$ cat src/logic/mpfe_pkg.sv
// Constants, state codes and carrier types of the memory programming front end.
package mpfe_pkg;
  // Serial instruction bytes.
  localparam logic [7:0] OP_AC = 8'hAC;
  localparam logic [7:0] SUB_UNLOCK = 8'h53;
  localparam logic [7:0] SUB_ERASE = 8'h80;
  localparam logic [7:0] SUB_W_LOW = 8'hA0;
  localparam logic [7:0] SUB_W_HIGH = 8'hA8;
  localparam logic [7:0] SUB_W_EXT = 8'hA4;
  localparam logic [7:0] SUB_W_LOCK = 8'hE0;
  localparam logic [7:0] SUB_EXT = 8'h08;
  localparam logic [7:0] OP_POLL = 8'hF0;
  localparam logic [7:0] OP_LD_EXT = 8'h4D;
  localparam logic [7:0] OP_LD_HI = 8'h48;
  localparam logic [7:0] OP_LD_LO = 8'h40;
  localparam logic [7:0] OP_LD_EE = 8'hC1;
  localparam logic [7:0] OP_RD_HI = 8'h28;
  localparam logic [7:0] OP_RD_LO = 8'h20;
  localparam logic [7:0] OP_WR_PAGE = 8'h4C;
  localparam logic [7:0] OP_WR_EE_PAGE = 8'hC2;
  localparam logic [7:0] OP_RD_FUSE = 8'h50;
  localparam logic [7:0] OP_RD_LOCK = 8'h58;
  // Test port instructions and registers.
  localparam int IR_W = 4;
  localparam logic [3:0] IR_RESET = 4'hC;
  localparam logic [3:0] IR_UNLOCK = 4'h4;
  localparam logic [3:0] IR_CMD = 4'h5;
  localparam logic [3:0] IR_STREAM = 4'h6;
  localparam logic [3:0] IR_CAPTURE = 4'h1;
  localparam int UNLOCK_W = 16;
  localparam logic [15:0] UNLOCK_KEY = 16'hA370;
  localparam int CMD_W = 15;
  localparam int STREAM_BITS = 2048;
  // Register map, fields and reset values.
  localparam logic [7:0] ADDR_CTRL = 8'h00;
  localparam logic [7:0] ADDR_STATUS = 8'h04;
  localparam logic [7:0] ADDR_FUSE = 8'h08;
  localparam logic [7:0] ADDR_CMD = 8'h0C;
  localparam int TPD_BIT = 0;
  localparam int TPEN_BIT = 6;
  localparam logic [7:0] CTRL_RST = 8'h00;
  localparam logic [7:0] FUSE_LOW_RST = 8'hFF;
  localparam logic [7:0] FUSE_HIGH_RST = 8'hBF;
  localparam logic [7:0] FUSE_EXT_RST = 8'hFF;
  localparam logic [7:0] LOCK_RST = 8'hFF;
  localparam logic [1:0] RESP_OKAY = 2'h0;
  localparam logic [1:0] RESP_SLVERR = 2'h2;
  // Timing.
  localparam int CLK_KHZ = 40000;
  localparam int TWD_FLASH_US = 2600;
  localparam int BUSY_CYC = TWD_FLASH_US * CLK_KHZ / 1000;
  localparam logic [1:0] RSTPIN_CLR_CYC = 2'h2;

  typedef enum logic [3:0] {
    TAP_TLR = 4'h0, TAP_RTI = 4'h1, TAP_SDRS = 4'h2, TAP_CDR = 4'h3,
    TAP_SDR = 4'h4, TAP_E1DR = 4'h5, TAP_PDR = 4'h6, TAP_E2DR = 4'h7,
    TAP_UDR = 4'h8, TAP_SIRS = 4'h9, TAP_CIR = 4'hA, TAP_SIR = 4'hB,
    TAP_E1IR = 4'hC, TAP_PIR = 4'hD, TAP_E2IR = 4'hE, TAP_UIR = 4'hF
  } mpfe_tap_e;

  typedef struct packed {
    logic sck;
    logic mosi;
    logic rst_n;
    logic tck;
    logic tms;
    logic tdi;
  } mpfe_pins_s;
  localparam mpfe_pins_s PINS_RST = 6'h08;

  typedef struct packed {
    logic valid;
    logic [23:0] page_word;
  } mpfe_fl_commit_s;

  typedef struct packed {
    logic valid;
    logic [9:0] addr;
    logic [31:0] data;
    logic [3:0] mask;
  } mpfe_ee_commit_s;

  typedef struct packed {
    logic apply;
    logic exec;
    logic [14:0] cmd;
  } mpfe_tcmd_s;
endpackage

$ cat src/logic/mpfe_top.sv
// Memory programming front end: serial and test port entry paths with AXI4-Lite registers.
//
// Design decisions made here: the AXI4-Lite slave port and the register addresses.
`timescale 1ns/1ps
// Function
// - Third byte sent out echoes second byte received; all four bytes always shift.
// - Serial input sampled on rising clock edge, output changed on falling edge.
// - Opcode 0x48 loads page buffer word high byte at third-byte address.
// - Opcode 0x40 loads page buffer word low byte at third-byte address.
// - Opcode 0x4D loads the extended address byte from the third byte.
// - Opcode 0xC1 loads one EEPROM page buffer byte at low address bits.
// - Opcodes 0x28 and 0x20 return high and low program word bytes.
// - Opcode 0x4C commits program page buffer to the addressed page.
// - Opcode 0xC2 commits EEPROM page buffer to the addressed page.
// - Fuse decode: 50/08 reads extended, AC/A8 writes high, AC/A4 writes extended.
// - Poll returns busy in bit 0; programmer waits for it low.
// - Fuse and lock bits read zero when programmed, one when not.
// - Program memory addresses are word addresses, any word in the page.
// - Test port shift registers move least significant bit first.
// - Test port instruction register is four bits wide.
// - Test port needs enable fuse and clear disable bit; reset pin clears it.
// - Instruction 0xC selects unlatched one-bit reset register holding the core in reset.
// - Instruction 0x4 shifts 16-bit unlock register, compared with key at update.
// - Unlock key is 0xA370; unlock register clears at reset.
// - Instruction 0x5 captures previous result and shifts in a 15-bit command.
// - Command update applies it; each idle visit gives one execute pulse.
// - Instruction 0x6 streams bytes into page buffer during shift, none at update.
module mpfe_top #(
  parameter int PAGE_WORDS = 128,
  parameter int BUSY_CYCLES = mpfe_pkg::BUSY_CYC
) (
  input wire logic aclk,
  input wire logic aresetn,
  input wire logic [7:0] s_axi_awaddr,
  input wire logic s_axi_awvalid,
  output logic s_axi_awready,
  input wire logic [31:0] s_axi_wdata,
  input wire logic [3:0] s_axi_wstrb,
  input wire logic s_axi_wvalid,
  output logic s_axi_wready,
  output logic [1:0] s_axi_bresp,
  output logic s_axi_bvalid,
  input wire logic s_axi_bready,
  input wire logic [7:0] s_axi_araddr,
  input wire logic s_axi_arvalid,
  output logic s_axi_arready,
  output logic [31:0] s_axi_rdata,
  output logic [1:0] s_axi_rresp,
  output logic s_axi_rvalid,
  input wire logic s_axi_rready,
  input wire mpfe_pkg::mpfe_pins_s pins,
  output logic miso_o,
  output logic miso_oe,
  output logic tdo_o,
  output logic tdo_oe,
  output logic core_hold,
  output mpfe_pkg::mpfe_fl_commit_s fl_commit,
  output mpfe_pkg::mpfe_ee_commit_s ee_commit,
  input wire logic [6:0] pbuf_idx,
  output logic [15:0] pbuf_word,
  output logic [23:0] mem_rd_addr,
  input wire logic [15:0] mem_rd_data,
  output mpfe_pkg::mpfe_tcmd_s tcmd,
  input wire logic [14:0] tcmd_result
);
  import mpfe_pkg::*;

  localparam logic [19:0] BUSY_LOAD = 20'(BUSY_CYCLES);

  function automatic logic reg_hit(input logic [7:0] a);
    reg_hit = (a == ADDR_CTRL) || (a == ADDR_STATUS) || (a == ADDR_FUSE) || (a == ADDR_CMD);
  endfunction

  function automatic mpfe_tap_e tap_next(input mpfe_tap_e s, input logic tms);
    case (s)
      TAP_TLR: tap_next = tms ? TAP_TLR : TAP_RTI;
      TAP_RTI, TAP_UDR, TAP_UIR: tap_next = tms ? TAP_SDRS : TAP_RTI;
      TAP_SDRS: tap_next = tms ? TAP_SIRS : TAP_CDR;
      TAP_CDR, TAP_SDR: tap_next = tms ? TAP_E1DR : TAP_SDR;
      TAP_E1DR: tap_next = tms ? TAP_UDR : TAP_PDR;
      TAP_PDR: tap_next = tms ? TAP_E2DR : TAP_PDR;
      TAP_E2DR: tap_next = tms ? TAP_UDR : TAP_SDR;
      TAP_SIRS: tap_next = tms ? TAP_TLR : TAP_CIR;
      TAP_CIR, TAP_SIR: tap_next = tms ? TAP_E1IR : TAP_SIR;
      TAP_E1IR: tap_next = tms ? TAP_UIR : TAP_PIR;
      TAP_PIR: tap_next = tms ? TAP_E2IR : TAP_PIR;
      TAP_E2IR: tap_next = tms ? TAP_UIR : TAP_SIR;
      default: tap_next = TAP_TLR;
    endcase
  endfunction

  // Pins cross into aclk through two flops; the third stage only serves edge detection.
  mpfe_pins_s s1_r, s2_r, s3_r;
  always_ff @(posedge aclk) begin
    if (!aresetn) begin
      s1_r <= PINS_RST;
      s2_r <= PINS_RST;
      s3_r <= PINS_RST;
    end else begin
      s1_r <= pins;
      s2_r <= s1_r;
      s3_r <= s2_r;
    end
  end
  wire ser_act = !s2_r.rst_n;
  wire ser_rise = s2_r.sck && !s3_r.sck;
  wire ser_fall = !s2_r.sck && s3_r.sck;
  wire tck_rise = s2_r.tck && !s3_r.tck;
  wire tck_fall = !s2_r.tck && s3_r.tck;

  // Configuration state.
  logic [7:0] ctrl_r, fuse_low_r, fuse_high_r, fuse_ext_r, lock_r;
  logic [1:0] rcnt_r;
  logic [19:0] busy_cnt_r;
  wire busy = |busy_cnt_r;
  wire port_on = !fuse_high_r[TPEN_BIT] && !ctrl_r[TPD_BIT];

  // Serial instruction path.
  logic [4:0] bitcnt_r;
  logic [7:0] rx_r, tx_sh_r;
  logic [7:0] by_r [4];
  logic ld_res_r, exec_r, prog_en_r, miso_r;
  logic [7:0] ext_r;
  logic [23:0] rd_addr_r;
  wire [7:0] rx_new = {rx_r[6:0], s2_r.mosi};
  wire byte_done = ser_act && ser_rise && (bitcnt_r[2:0] == 3'h7);
  wire [1:0] byte_k = bitcnt_r[4:3];

  wire x_ac = exec_r && by_r[0] == OP_AC;
  wire x_unlock = x_ac && by_r[1] == SUB_UNLOCK;
  wire x_prog = exec_r && prog_en_r;
  wire x_erase = x_prog && x_ac && by_r[1] == SUB_ERASE;
  wire x_wlow = x_prog && x_ac && by_r[1] == SUB_W_LOW;
  wire x_whigh = x_prog && x_ac && by_r[1] == SUB_W_HIGH;
  wire x_wext = x_prog && x_ac && by_r[1] == SUB_W_EXT;
  wire x_wlock = x_prog && x_ac && by_r[1] == SUB_W_LOCK;
  wire x_ldext = x_prog && by_r[0] == OP_LD_EXT && by_r[1] == 8'h00 && by_r[3] == 8'h00;
  wire x_ldlo = x_prog && by_r[0] == OP_LD_LO;
  wire x_ldhi = x_prog && by_r[0] == OP_LD_HI;
  wire x_ldee = x_prog && by_r[0] == OP_LD_EE;
  wire x_wpage = x_prog && by_r[0] == OP_WR_PAGE;
  wire x_weep = x_prog && by_r[0] == OP_WR_EE_PAGE;
  wire fuse_wr = x_wlow || x_whigh || x_wext || x_wlock;
  wire busy_set = x_erase || fuse_wr || x_wpage || x_weep;
  wire known_w = x_unlock || busy_set || x_ldext || x_ldlo || x_ldhi || x_ldee;

  wire r_poll = by_r[0] == OP_POLL;
  wire r_hi = by_r[0] == OP_RD_HI;
  wire r_lo = by_r[0] == OP_RD_LO;
  wire r_flow = by_r[0] == OP_RD_FUSE && by_r[1] == 8'h00;
  wire r_fext = by_r[0] == OP_RD_FUSE && by_r[1] == SUB_EXT;
  wire r_lock = by_r[0] == OP_RD_LOCK && by_r[1] == 8'h00;
  wire r_fhigh = by_r[0] == OP_RD_LOCK && by_r[1] == SUB_EXT;
  // Fuse and lock values are returned raw, so a programmed bit reads zero.
  wire [7:0] res_w = !prog_en_r ? 8'h00 :
                     r_poll ? {7'h00, busy} :
                     r_hi ? mem_rd_data[15:8] :
                     r_lo ? mem_rd_data[7:0] :
                     r_flow ? fuse_low_r :
                     r_fext ? fuse_ext_r :
                     r_lock ? lock_r :
                     r_fhigh ? fuse_high_r : 8'h00;

  always_ff @(posedge aclk) begin
    if (!aresetn || !ser_act) begin
      bitcnt_r <= 5'h00;
      rx_r <= 8'h00;
      tx_sh_r <= 8'h00;
      miso_r <= 1'b0;
      ld_res_r <= 1'b0;
      exec_r <= 1'b0;
      prog_en_r <= 1'b0;
      rd_addr_r <= 24'h000000;
      for (int i = 0; i < 4; i++) begin
        by_r[i] <= 8'h00;
      end
    end else begin
      ld_res_r <= 1'b0;
      exec_r <= 1'b0;
      if (x_unlock) begin
        prog_en_r <= 1'b1;
      end
      if (ser_rise) begin
        rx_r <= rx_new;
        bitcnt_r <= bitcnt_r + 5'h01;
      end
      if (byte_done) begin
        by_r[byte_k] <= rx_new;
        tx_sh_r <= (byte_k == 2'h1) ? rx_new : 8'h00;
        ld_res_r <= (byte_k == 2'h2);
        exec_r <= (byte_k == 2'h3);
        if (byte_k == 2'h2) begin
          rd_addr_r <= {ext_r, by_r[1], rx_new};
        end
      end else if (ld_res_r) begin
        tx_sh_r <= res_w;
      end else if (ser_fall) begin
        miso_r <= tx_sh_r[7];
        tx_sh_r <= {tx_sh_r[6:0], 1'b0};
      end
    end
  end
  assign miso_o = miso_r;
  assign miso_oe = ser_act;
  assign mem_rd_addr = rd_addr_r;

  // Test port path.
  mpfe_tap_e tap_r;
  logic [3:0] ir_r, ir_sh_r;
  logic [15:0] unlock_sh_r;
  logic [14:0] cmd_sh_r;
  logic [7:0] st_sh_r;
  logic [10:0] scnt_r;
  logic rst_dr_r, byp_r, jt_prog_en_r, tdo_r, tdo_oe_r;
  mpfe_tcmd_s tcmd_r;
  wire mpfe_tap_e tap_nx = tap_next(tap_r, s2_r.tms);
  wire in_sdr = tap_r == TAP_SDR;
  wire st_we = tck_rise && in_sdr && ir_r == IR_STREAM && jt_prog_en_r && scnt_r[2:0] == 3'h7;
  wire [7:0] st_byte_w = {s2_r.tdi, st_sh_r[7:1]};
  wire [6:0] st_word_w = scnt_r[10:4];
  wire st_hi_w = scnt_r[3];

  always_ff @(posedge aclk) begin
    if (!aresetn || !port_on) begin
      tap_r <= TAP_TLR;
      ir_r <= IR_CAPTURE;
      ir_sh_r <= 4'h0;
      unlock_sh_r <= 16'h0000;
      cmd_sh_r <= 15'h0000;
      st_sh_r <= 8'h00;
      scnt_r <= 11'h000;
      rst_dr_r <= 1'b0;
      byp_r <= 1'b0;
      jt_prog_en_r <= 1'b0;
      tdo_r <= 1'b0;
      tdo_oe_r <= 1'b0;
      tcmd_r <= '0;
    end else begin
      tcmd_r.apply <= 1'b0;
      tcmd_r.exec <= 1'b0;
      if (tck_rise) begin
        tap_r <= tap_nx;
        case (tap_r)
          TAP_TLR: begin
            ir_r <= IR_CAPTURE;
            jt_prog_en_r <= 1'b0;
          end
          TAP_CIR: ir_sh_r <= IR_CAPTURE;
          TAP_SIR: ir_sh_r <= {s2_r.tdi, ir_sh_r[3:1]};
          TAP_UIR: ir_r <= ir_sh_r;
          TAP_CDR: begin
            cmd_sh_r <= tcmd_result;
            scnt_r <= 11'h000;
          end
          TAP_SDR: begin
            if (ir_r == IR_RESET) rst_dr_r <= s2_r.tdi;
            else if (ir_r == IR_UNLOCK) unlock_sh_r <= {s2_r.tdi, unlock_sh_r[15:1]};
            else if (ir_r == IR_CMD) cmd_sh_r <= {s2_r.tdi, cmd_sh_r[14:1]};
            else if (ir_r == IR_STREAM) begin
              st_sh_r <= st_byte_w;
              scnt_r <= scnt_r + 11'h001;
            end else byp_r <= s2_r.tdi;
          end
          TAP_UDR: begin
            if (ir_r == IR_UNLOCK) begin
              jt_prog_en_r <= (unlock_sh_r == UNLOCK_KEY);
            end
            if (ir_r == IR_CMD && jt_prog_en_r) begin
              tcmd_r.cmd <= cmd_sh_r;
              tcmd_r.apply <= 1'b1;
            end
          end
          default: begin
          end
        endcase
        if (tap_nx == TAP_RTI && tap_r != TAP_RTI && ir_r == IR_CMD && jt_prog_en_r) begin
          tcmd_r.exec <= 1'b1;
        end
      end
      if (tck_fall) begin
        tdo_oe_r <= (tap_r == TAP_SIR) || in_sdr;
        if (tap_r == TAP_SIR) tdo_r <= ir_sh_r[0];
        else if (ir_r == IR_RESET) tdo_r <= rst_dr_r;
        else if (ir_r == IR_UNLOCK) tdo_r <= unlock_sh_r[0];
        else if (ir_r == IR_CMD) tdo_r <= cmd_sh_r[0];
        else if (ir_r == IR_STREAM) tdo_r <= st_sh_r[0];
        else tdo_r <= byp_r;
      end
    end
  end
  assign tdo_o = tdo_r;
  assign tdo_oe = tdo_oe_r;
  assign tcmd = tcmd_r;
  // The reset bit is used straight from its shift stage, so the core reset follows each shift.
  assign core_hold = rst_dr_r && ir_r == IR_RESET;

  // Page buffers, fuses and pending timer.
  logic [15:0] pbuf_r [PAGE_WORDS];
  logic [7:0] ee_buf_r [4];
  logic [3:0] ee_mask_r;
  logic [15:0] pbuf_word_r;
  mpfe_fl_commit_s fl_commit_r;
  mpfe_ee_commit_s ee_commit_r;
  wire [6:0] ld_word = by_r[2][6:0];

  always_ff @(posedge aclk) begin
    pbuf_word_r <= pbuf_r[pbuf_idx];
    if (x_ldlo) begin
      pbuf_r[ld_word][7:0] <= by_r[3];
    end else if (x_ldhi) begin
      pbuf_r[ld_word][15:8] <= by_r[3];
    end else if (st_we) begin
      if (st_hi_w) pbuf_r[st_word_w][15:8] <= st_byte_w;
      else pbuf_r[st_word_w][7:0] <= st_byte_w;
    end
    if (x_ldee) begin
      ee_buf_r[by_r[2][1:0]] <= by_r[3];
    end
  end

  always_ff @(posedge aclk) begin
    if (!aresetn) begin
      ext_r <= 8'h00;
      fuse_low_r <= FUSE_LOW_RST;
      fuse_high_r <= FUSE_HIGH_RST;
      fuse_ext_r <= FUSE_EXT_RST;
      lock_r <= LOCK_RST;
      busy_cnt_r <= 20'h00000;
      ee_mask_r <= 4'h0;
      fl_commit_r <= '0;
      ee_commit_r <= '0;
    end else begin
      fl_commit_r.valid <= 1'b0;
      ee_commit_r.valid <= 1'b0;
      if (x_ldext) ext_r <= by_r[2];
      if (x_wlow) fuse_low_r <= by_r[3];
      if (x_whigh) fuse_high_r <= by_r[3];
      if (x_wext) fuse_ext_r <= by_r[3];
      // Lock bits can only be programmed here; only aresetn restores them, as the erase instruction leaves lock_r alone.
      if (x_wlock) lock_r <= lock_r & by_r[3];
      if (busy_set) busy_cnt_r <= BUSY_LOAD;
      else if (busy) busy_cnt_r <= busy_cnt_r - 20'h00001;
      if (x_wpage) begin
        fl_commit_r.valid <= 1'b1;
        fl_commit_r.page_word <= {ext_r, by_r[1], by_r[2]};
      end
      if (x_weep) begin
        ee_commit_r.valid <= 1'b1;
        ee_commit_r.addr <= {by_r[1][1:0], by_r[2][7:2], 2'h0};
        ee_commit_r.data <= {ee_buf_r[3], ee_buf_r[2], ee_buf_r[1], ee_buf_r[0]};
        ee_commit_r.mask <= ee_mask_r;
        ee_mask_r <= 4'h0;
      end else if (x_ldee) begin
        ee_mask_r[by_r[2][1:0]] <= 1'b1;
      end
    end
  end
  assign pbuf_word = pbuf_word_r;
  assign fl_commit = fl_commit_r;
  assign ee_commit = ee_commit_r;

  // AXI4-Lite slave.
  logic aw_full_r, w_full_r, bvalid_r, rvalid_r;
  logic [7:0] awaddr_r;
  logic [31:0] wdata_r, rdata_r;
  logic [3:0] wstrb_r;
  logic [1:0] bresp_r, rresp_r;
  wire do_wr = aw_full_r && w_full_r && !bvalid_r;
  wire wr_ctrl = do_wr && awaddr_r == ADDR_CTRL && wstrb_r[0];
  wire [31:0] status_w = {26'h0000000, ser_act, core_hold, port_on, jt_prog_en_r, busy, prog_en_r};
  wire [31:0] rd_mux = (s_axi_araddr == ADDR_CTRL) ? {24'h000000, ctrl_r} :
                       (s_axi_araddr == ADDR_STATUS) ? status_w :
                       (s_axi_araddr == ADDR_FUSE) ? {lock_r, fuse_ext_r, fuse_high_r, fuse_low_r} :
                       (s_axi_araddr == ADDR_CMD) ? {17'h00000, tcmd_r.cmd} : 32'h00000000;

  always_ff @(posedge aclk) begin
    if (!aresetn) begin
      ctrl_r <= CTRL_RST;
      rcnt_r <= 2'h0;
    end else begin
      rcnt_r <= (ser_act && rcnt_r != RSTPIN_CLR_CYC) ? rcnt_r + 2'h1 : (ser_act ? rcnt_r : 2'h0);
      if (wr_ctrl) ctrl_r <= wdata_r[7:0];
      // A held reset pin wins over a software write in the same cycle.
      if (ser_act && rcnt_r == RSTPIN_CLR_CYC) ctrl_r[TPD_BIT] <= 1'b0;
    end
  end

  always_ff @(posedge aclk) begin
    if (!aresetn) begin
      aw_full_r <= 1'b0;
      w_full_r <= 1'b0;
      bvalid_r <= 1'b0;
      rvalid_r <= 1'b0;
      awaddr_r <= 8'h00;
      wdata_r <= 32'h00000000;
      wstrb_r <= 4'h0;
      bresp_r <= RESP_OKAY;
      rresp_r <= RESP_OKAY;
      rdata_r <= 32'h00000000;
    end else begin
      if (s_axi_awvalid && !aw_full_r) begin
        aw_full_r <= 1'b1;
        awaddr_r <= s_axi_awaddr;
      end
      if (s_axi_wvalid && !w_full_r) begin
        w_full_r <= 1'b1;
        wdata_r <= s_axi_wdata;
        wstrb_r <= s_axi_wstrb;
      end
      if (do_wr) begin
        aw_full_r <= 1'b0;
        w_full_r <= 1'b0;
        bvalid_r <= 1'b1;
        bresp_r <= reg_hit(awaddr_r) ? RESP_OKAY : RESP_SLVERR;
      end else if (s_axi_bready) begin
        bvalid_r <= 1'b0;
      end
      if (s_axi_arvalid && !rvalid_r) begin
        rvalid_r <= 1'b1;
        rdata_r <= rd_mux;
        rresp_r <= reg_hit(s_axi_araddr) ? RESP_OKAY : RESP_SLVERR;
      end else if (s_axi_rready) begin
        rvalid_r <= 1'b0;
      end
    end
  end
  assign s_axi_awready = !aw_full_r;
  assign s_axi_wready = !w_full_r;
  assign s_axi_bvalid = bvalid_r;
  assign s_axi_bresp = bresp_r;
  assign s_axi_arready = !rvalid_r;
  assign s_axi_rvalid = rvalid_r;
  assign s_axi_rdata = rdata_r;
  assign s_axi_rresp = rresp_r;
endmodule

$ cat config.mk
export PLATFORM = sky130hd
export DESIGN_NAME = mpfe_top
export DESIGN_NICKNAME = d
export VERILOG_FILES = /design/src/logic/mpfe_pkg.sv /design/src/logic/mpfe_top.sv
export SDC_FILE = /design/constraint.sdc
export NUM_CORES = 2
export LEC_CHECK = 0
export BUFFER_PORTS_ARGS = -buffer_cell sky130_fd_sc_hd__clkbuf_2
export CORE_AREA = 2 2 399 440
export CTS_CLUSTER_DIAMETER = 150
export CTS_CLUSTER_SIZE = 40
export DETAILED_ROUTE_END_ITERATION = 8
export DIE_AREA = 0 0 401 442
export PLACE_DENSITY = 0.83
export SETUP_SLACK_MARGIN = 0.5
export SLEW_MARGIN = 25
export SYNTH_ARGS = -nofsm -noshare
export SYNTH_HDL_FRONTEND = slang
export SYNTH_SLANG_ARGS = --single-unit
$ cat constraint.sdc
create_clock -name aclk -period 5.85 [get_ports aclk]
set_input_delay 1.17 -clock aclk [delete_from_list [all_inputs] [get_ports aclk]]
set_output_delay 1.17 -clock aclk [all_outputs]
set_load 0.02 [all_outputs]
# Yosys cells after proc, flatten, opt, wreduce, memory -nomap -nowiden
# Memories as Yosys holds them, arrays and structs flattened. A register that Yosys moved wholly into a read port is not among the register bits.
# Cells that the tools add are included.
totals:
  reg_bits: 347
  mem_bits_rw: 2112
  output_inout_bits: 175
  n_memories: 3
mem_list:
  columns: ["name", "words", "width", "rd", "rd_ports_with_merged_regs", "wr", "line_no", "rtl"]
  rows:
  - ["pbuf_r", 128, 16, 1, 1, 1, "mpfe_top.sv:298", "logic [15:0] pbuf_r [PAGE_WORDS];"]
  - ["by_r", 4, 8, 4, 0, 4, "mpfe_top.sv:121", "logic [7:0] by_r [4];"]
  - ["ee_buf_r", 4, 8, 4, 0, 1, "mpfe_top.sv:299", "logic [7:0] ee_buf_r [4];"]
op_classes:
  n_addsub: 4
  n_lt_le_gt_ge: 2
  eq_ne: 60
  muxes: 91
  n_bitwise: 11
  n_reduce_logical: 114
ops:
  columns: ["cell", "count"]
  rows:
  - ["8-bit 2-to-1 mux", 13]
  - ["32-bit 2-to-1 mux", 3]
  - ["8-bit equality test (second input constant)", 9]
  - ["15-bit 2-to-1 mux", 4]
  - ["8-bit by 7-bit equality test with 1-bit output (second input constant)", 7]
  - ["4-bit one-hot mux with 12 select lines", 1]
  - ["1-bit logical AND", 47]
  - ["47-bit 2-to-1 mux", 1]
  - ["11-bit 2-to-1 mux", 4]
  - ["8-bit by 4-bit equality test with 1-bit output (second input constant)", 5]
  - ["1-bit 2-to-1 mux", 39]
  - ["4-bit equality test (second input constant)", 9]
  - ["17-bit 2-to-1 mux", 2]
  - ["8-bit zero test", 4]
  - ["15-bit one-hot mux with 2 select lines", 1]
  - ["4-bit by 3-bit equality test with 1-bit output (second input constant)", 7]
  - ["25-bit 2-to-1 mux", 1]
  - ["11-bit one-hot mux with 2 select lines", 1]
  - ["20-bit OR reduction", 1]
  - ["20-bit by 1-bit subtractor with 20-bit output (second input constant)", 1]
  - ["2-bit 2-to-1 mux", 9]
  - ["6-bit AND reduction", 3]
  - ["16-bit equality test (second input constant)", 1]
  - ["8-bit by 3-bit equality test with 1-bit output (second input constant)", 2]
  - ["37 further kinds", 107]

# Longest topological paths before layout
# An unclocked memory read counts as a cell.
logic_depth:
  word_depth: 13
  depth_mapped: 10
  mapped_depth_nobuf: 8

# Worst setup path after synthesis
# Ideal clock, no wire load.
synth_timing:
  kind: "reg2reg"
  start: "register tap_r[3]"
  end: "memory pbuf_r[0][15], data pin"
  arrival_time_ps: 4929
  required_time_ps: 5027
  path_slack_ps: 98
  path_stages_with_launch: 10
  n_path_buf: 4
  synth_period_minus_slack_ps: 5752
  cell_sequence: "dfxtp_1 > buf_2 > nor4b_4 > nand4_2 > nor3_1 > buf_2 > buf_2 > buf_2 > nand2_1 > nand2_1"
synth_between:
  elab_chain_len: 11
synth_lines:
  columns: ["item", "line_no", "rtl"]
  rows:
  - ["start, declared", "mpfe_top.sv:208", "mpfe_tap_e tap_r;"]
  - ["start signal, assigned", "mpfe_top.sv:242", "tap_r <= tap_nx;"]
  - ["4-bit by 3-bit equality test with 1-bit output *", "mpfe_top.sv:217", "wire in_sdr = tap_r == TAP_SDR;"]
  - ["1-bit logical AND * (4 in series)", "mpfe_top.sv:218", "wire st_we = tck_rise && in_sdr && ir_r == IR_STREAM && jt_prog_en_r && scnt_r[2:0] == 3'h7;"]
  - ["1-bit 2-to-1 mux", "mpfe_top.sv:312", "end else if (st_we) begin"]
  - ["1-bit 2-to-1 mux", "mpfe_top.sv:310", "end else if (x_ldhi) begin"]
  - ["1-bit 2-to-1 mux", "mpfe_top.sv:308", "if (x_ldlo) begin"]
  - ["1-bit 2-to-1 mux (on tied branches)", "mpfe_top.sv:314, mpfe_top.sv:313", null]
  - ["16-bit OR reduction (no line) *", null, null]
  - ["16-bit 2-to-1 mux (no line) *", null, null]
  - ["end, declared", "mpfe_top.sv:298", null]
# Mark *: on every way between the ends. The rest lies on a longest branch, timed or not.

# Final worst setup path
layout_timing:
  start: "register tap_r[2]"
  end: "memory pbuf_r[26][6], enable pin"
layout_between:
  elab_chain_len: 11
layout_lines:
  columns: ["item", "line_no"]
  rows:
  - ["4-bit by 3-bit equality test with 1-bit output *", "mpfe_top.sv:217"]
  - ["1-bit logical AND * (4 in series)", "mpfe_top.sv:218"]
  - ["1-bit 2-to-1 mux", "mpfe_top.sv:312"]
  - ["1-bit 2-to-1 mux", "mpfe_top.sv:310"]
  - ["1-bit 2-to-1 mux", "mpfe_top.sv:308"]
  - ["1-bit 2-to-1 mux (on tied branches)", "mpfe_top.sv:314, mpfe_top.sv:313"]
  - ["16-bit OR reduction (no line)", null]
  - ["7-bit 2-to-1 mux (no line) or 2-bit 2-to-1 mux (tied branches)", null]
# Marked as above.

==> flow_summary.json <==
{
  "synthesis.area_per_instance_sq_um": 16.8,
  "fin_setup_tns_ns": 0,
  "yosysUniqueCellTypes": 82,
  "place_area_sq_um": 101000,
  "reg2reg_depth": 9,
  "crit_arrival_ns": 5.38,
  "drt_pass1_iterations": 7,
  "r2r-start": "tap_r[2]",
  "post_cts_resized": 0,
  "cts-hold-fix-buffers": 0,
  "antenna_found_initial": 6,
  "period_share_pct": 84.8,
  "final_hold_viol_count": 0,
  "hp-class": "flop to flop",
  "regToRegSetupSlack_ns": 0.89,
  "cts_buffers": 72,
  "grt_pass1_wl_mm": 350,
  "clk_path_buf_depth": 3,
  "synthArstFlopShare_pct": 0,
  "synth_edf_count": 2112,
  "grt_overflow": 0,
  "critPathKind": "flop to flop",
  "layout_common_cells": "edfxtp_1 (2112), nand2_1 (455), mux4_2 (387)",
  "fill_cells": 11900,
  "layout_commonest_cell": "edfxtp_1",
  "fin_crit_ns": 4.96,
  "setup_viol": 0,
  "grt_util_met1_pct": 34.5,
  "cts_sinks": 2473,
  "die_w_um": 401,
  "fin_area_sq_um": 103000,
  "p_total_uw": 28100,
  "num-nets-final": 5983,
  "slew_viol_final": 0,
  "dieArea_sq_um": 177000,
  "relSlewSlack_pct": 18.1,
  "rsz0062_at_grt": "no",
  "clock.fmax_ghz": 0.201,
  "clk_latency_ns": 0.77,
  "yosys_most_used_dff": "edfxtp_1",
  "grt_max_degree": 190,
  "syn_inst": 5744,
  "wire_per_inst_um": 29.2,
  "dieHeight_um": 442,
  "gr-usage-met2_pct": 43.3,
  "ioPinCount": 278,
  "ir_drop_mv": 0.237,
  "worstReg2RegEnd": "pbuf_r[26][6]",
  "gp_congestion": 0.937,
  "top_usage_layer": "met2",
  "fin_ws_ns": 0.887,
  "portBuffers": 246,
  "multi_input_comb_area_sq_um": 24900,
  "dp_hpwl_mm": 150,
  "p_leak_uw": 0.0311,
  "cts-root-buf": "clkbuf_16",
  "start_kind": "flop",
  "grt_pass1_vias": 53700,
  "routed_wirelength_mm": 239,
  "cts_tree": "built",
  "cts_setup_buffers": 0,
  "drcViolationCount": 0,
  "place_ws_ns": 1.09,
  "ys_seq_area_share_pct": 73.4,
  "status": "finished, final reports clean",
  "path_clk_slew_ns": 0.14,
  "syn_to_final_growth_pct": 7.51,
  "drtAntennaViolNets": 0,
  "worst_pin_slew_ns": 1.22,
  "syn-cell-area_sq_um": 96200,
  "start_util_pct": 55.8,
  "htree_levels": 3,
  "hold_path_end": "s2_r[3]",
  "vias": 54800,
  "use_met3_pct": 5.25,
  "hp-start": "s1_r[3]",
  "maxCapViolCount": 0,
  "clock_skew_ns": 0.0650,
  "final_layout_size_suffix_gt1_share_pct": 18.1,
  "fin_util_pct": 60.0,
  "ys_ff_latch": 2473,
  "p_per_area_nw_per_um2": 272,
  "cp.required_ns": 6.27,
  "routed_via_density": 6.69,
  "core_area_sq_um": 173000,
  "row_count": 160,
  "path_max_fanout": 31,
  "yosys_warnings": 0,
  "hold_depth": 1,
  "drt_iter0_drc": 7471,
  "cp-end-kind": "flop",
  "regArea_sq_um": 70600,
  "grt_usage_pct": 26.4,
  "critPathLaunch": "tap_r[2]"
}
[through the flow]
stage / hold WS [ns] / instances
floorplan: 0.386 / 5747
global placement: 0.401 / 8058
detailed placement: 0.403 / 8060
CTS: 0.434 / 8182
global route: 0.442 / 8190
finish: 0.440 / 8192
[critical path: stages, from the launching register on]
cell and delay, ns:
dfxtp_1 0.78, nor4b_4 0.35, nand4_2 0.15, buf_4 0.23, nor3_4 0.71, buf_4 0.45, mux2i_4 0.30, buf_4 0.58
or2_1 0.64, nor2_1 0.38
[flip-flops by register name (all words and copies together), names as in the netlist, 11 cells and up]
| signal | cells |
|---|---|
| ee_commit | 45 |
| by_r | 32 |
| pbuf_r | 2048 |
| s_axi_rdata | 32 |
| cmd_sh_r | 15 |
| fl_commit | 25 |
| scnt_r | 11 |
| pbuf_word | 16 |
| mem_rd_addr | 24 |
| busy_cnt_r | 20 |
| tcmd | 17 |
| unlock_sh_r | 16 |
| ee_buf_r | 32 |
[cells in the mapped netlist (15+ instances only)]
cell type	instances	area share, %
o21ai_0	52	0.27
mux4_2	387	9.1
nor4_1	23	0.15
a211oi_1	104	0.81
dfxtp_1	361	7.5
a22oi_1	123	0.96
inv_1	20	0.078
and2_1	35	0.23
edfxtp_1	2112	66
o22ai_1	137	0.89
a21oi_1	188	0.98
nand4_1	25	0.16
a22o_1	32	0.29
nand2b_1	17	0.11
nand3_1	30	0.16
mux2i_1	369	3.8
a31oi_1	32	0.21
a2111oi_0	33	0.30
and3_1	24	0.16
xnor2_1	15	0.14
a311oi_1	16	0.15
clkbuf_1	212	0.83
buf_1	60	0.23
nor2_1	371	1.4
nor3_1	216	1.1
nand2_1	465	1.8
nor2b_1	30	0.20
buf_2	84	0.44
[worst max-delay path by stage]
stage | endpoint | slack (ns) | cells past startpoint
CTS | pbuf_r[28][2] | 1.04 | 9
finish | pbuf_r[26][6] | 0.89 | 9
global placement | pbuf_r[22][4] | 1.32 | 9
floorplan | pbuf_r[0][15] | 1.66 | 9
detailed placement | pbuf_r[28][2] | 1.09 | 9
global route | pbuf_r[22][0] | 0.70 | 9
[logic make-up after synthesis]
family	count (synthesis)	share of synthesized area [%]
compound gates	767	5.34
flops	2473	73.4
fa+ha+maj	6	0.0780
buf+inv	391	1.70
xor+xnor	27	0.246
mux	761	13.0
other cells	1	0.00390
simple gates	1318	6.28
[routing by layer]
metal  share of wire (%)  vias up
li1                    -    22800
met3                  11      609
met1                  35    27600
met4                 5.1        6
met5               0.019        -
met2                  49     3860
[where the power goes]
group	internal (uW)	switching [uW]	total, uW
sequential	19000	119	19100
clock	2430	4910	7340
combinational	618	1040	1650
[area by class of cell]
type	count	share of cell area (%)
well taps	2268	2.74
flip-flops and latches	2473	68.3
inverters	22	0.0822
clock inverters	8	0.125
clock buffers	114	1.91
diodes	2	0.00484
repair buffers	422	2.78
multi-input cells	2883	24.1
Note: power is estimated with default switching activity, not from simulation.
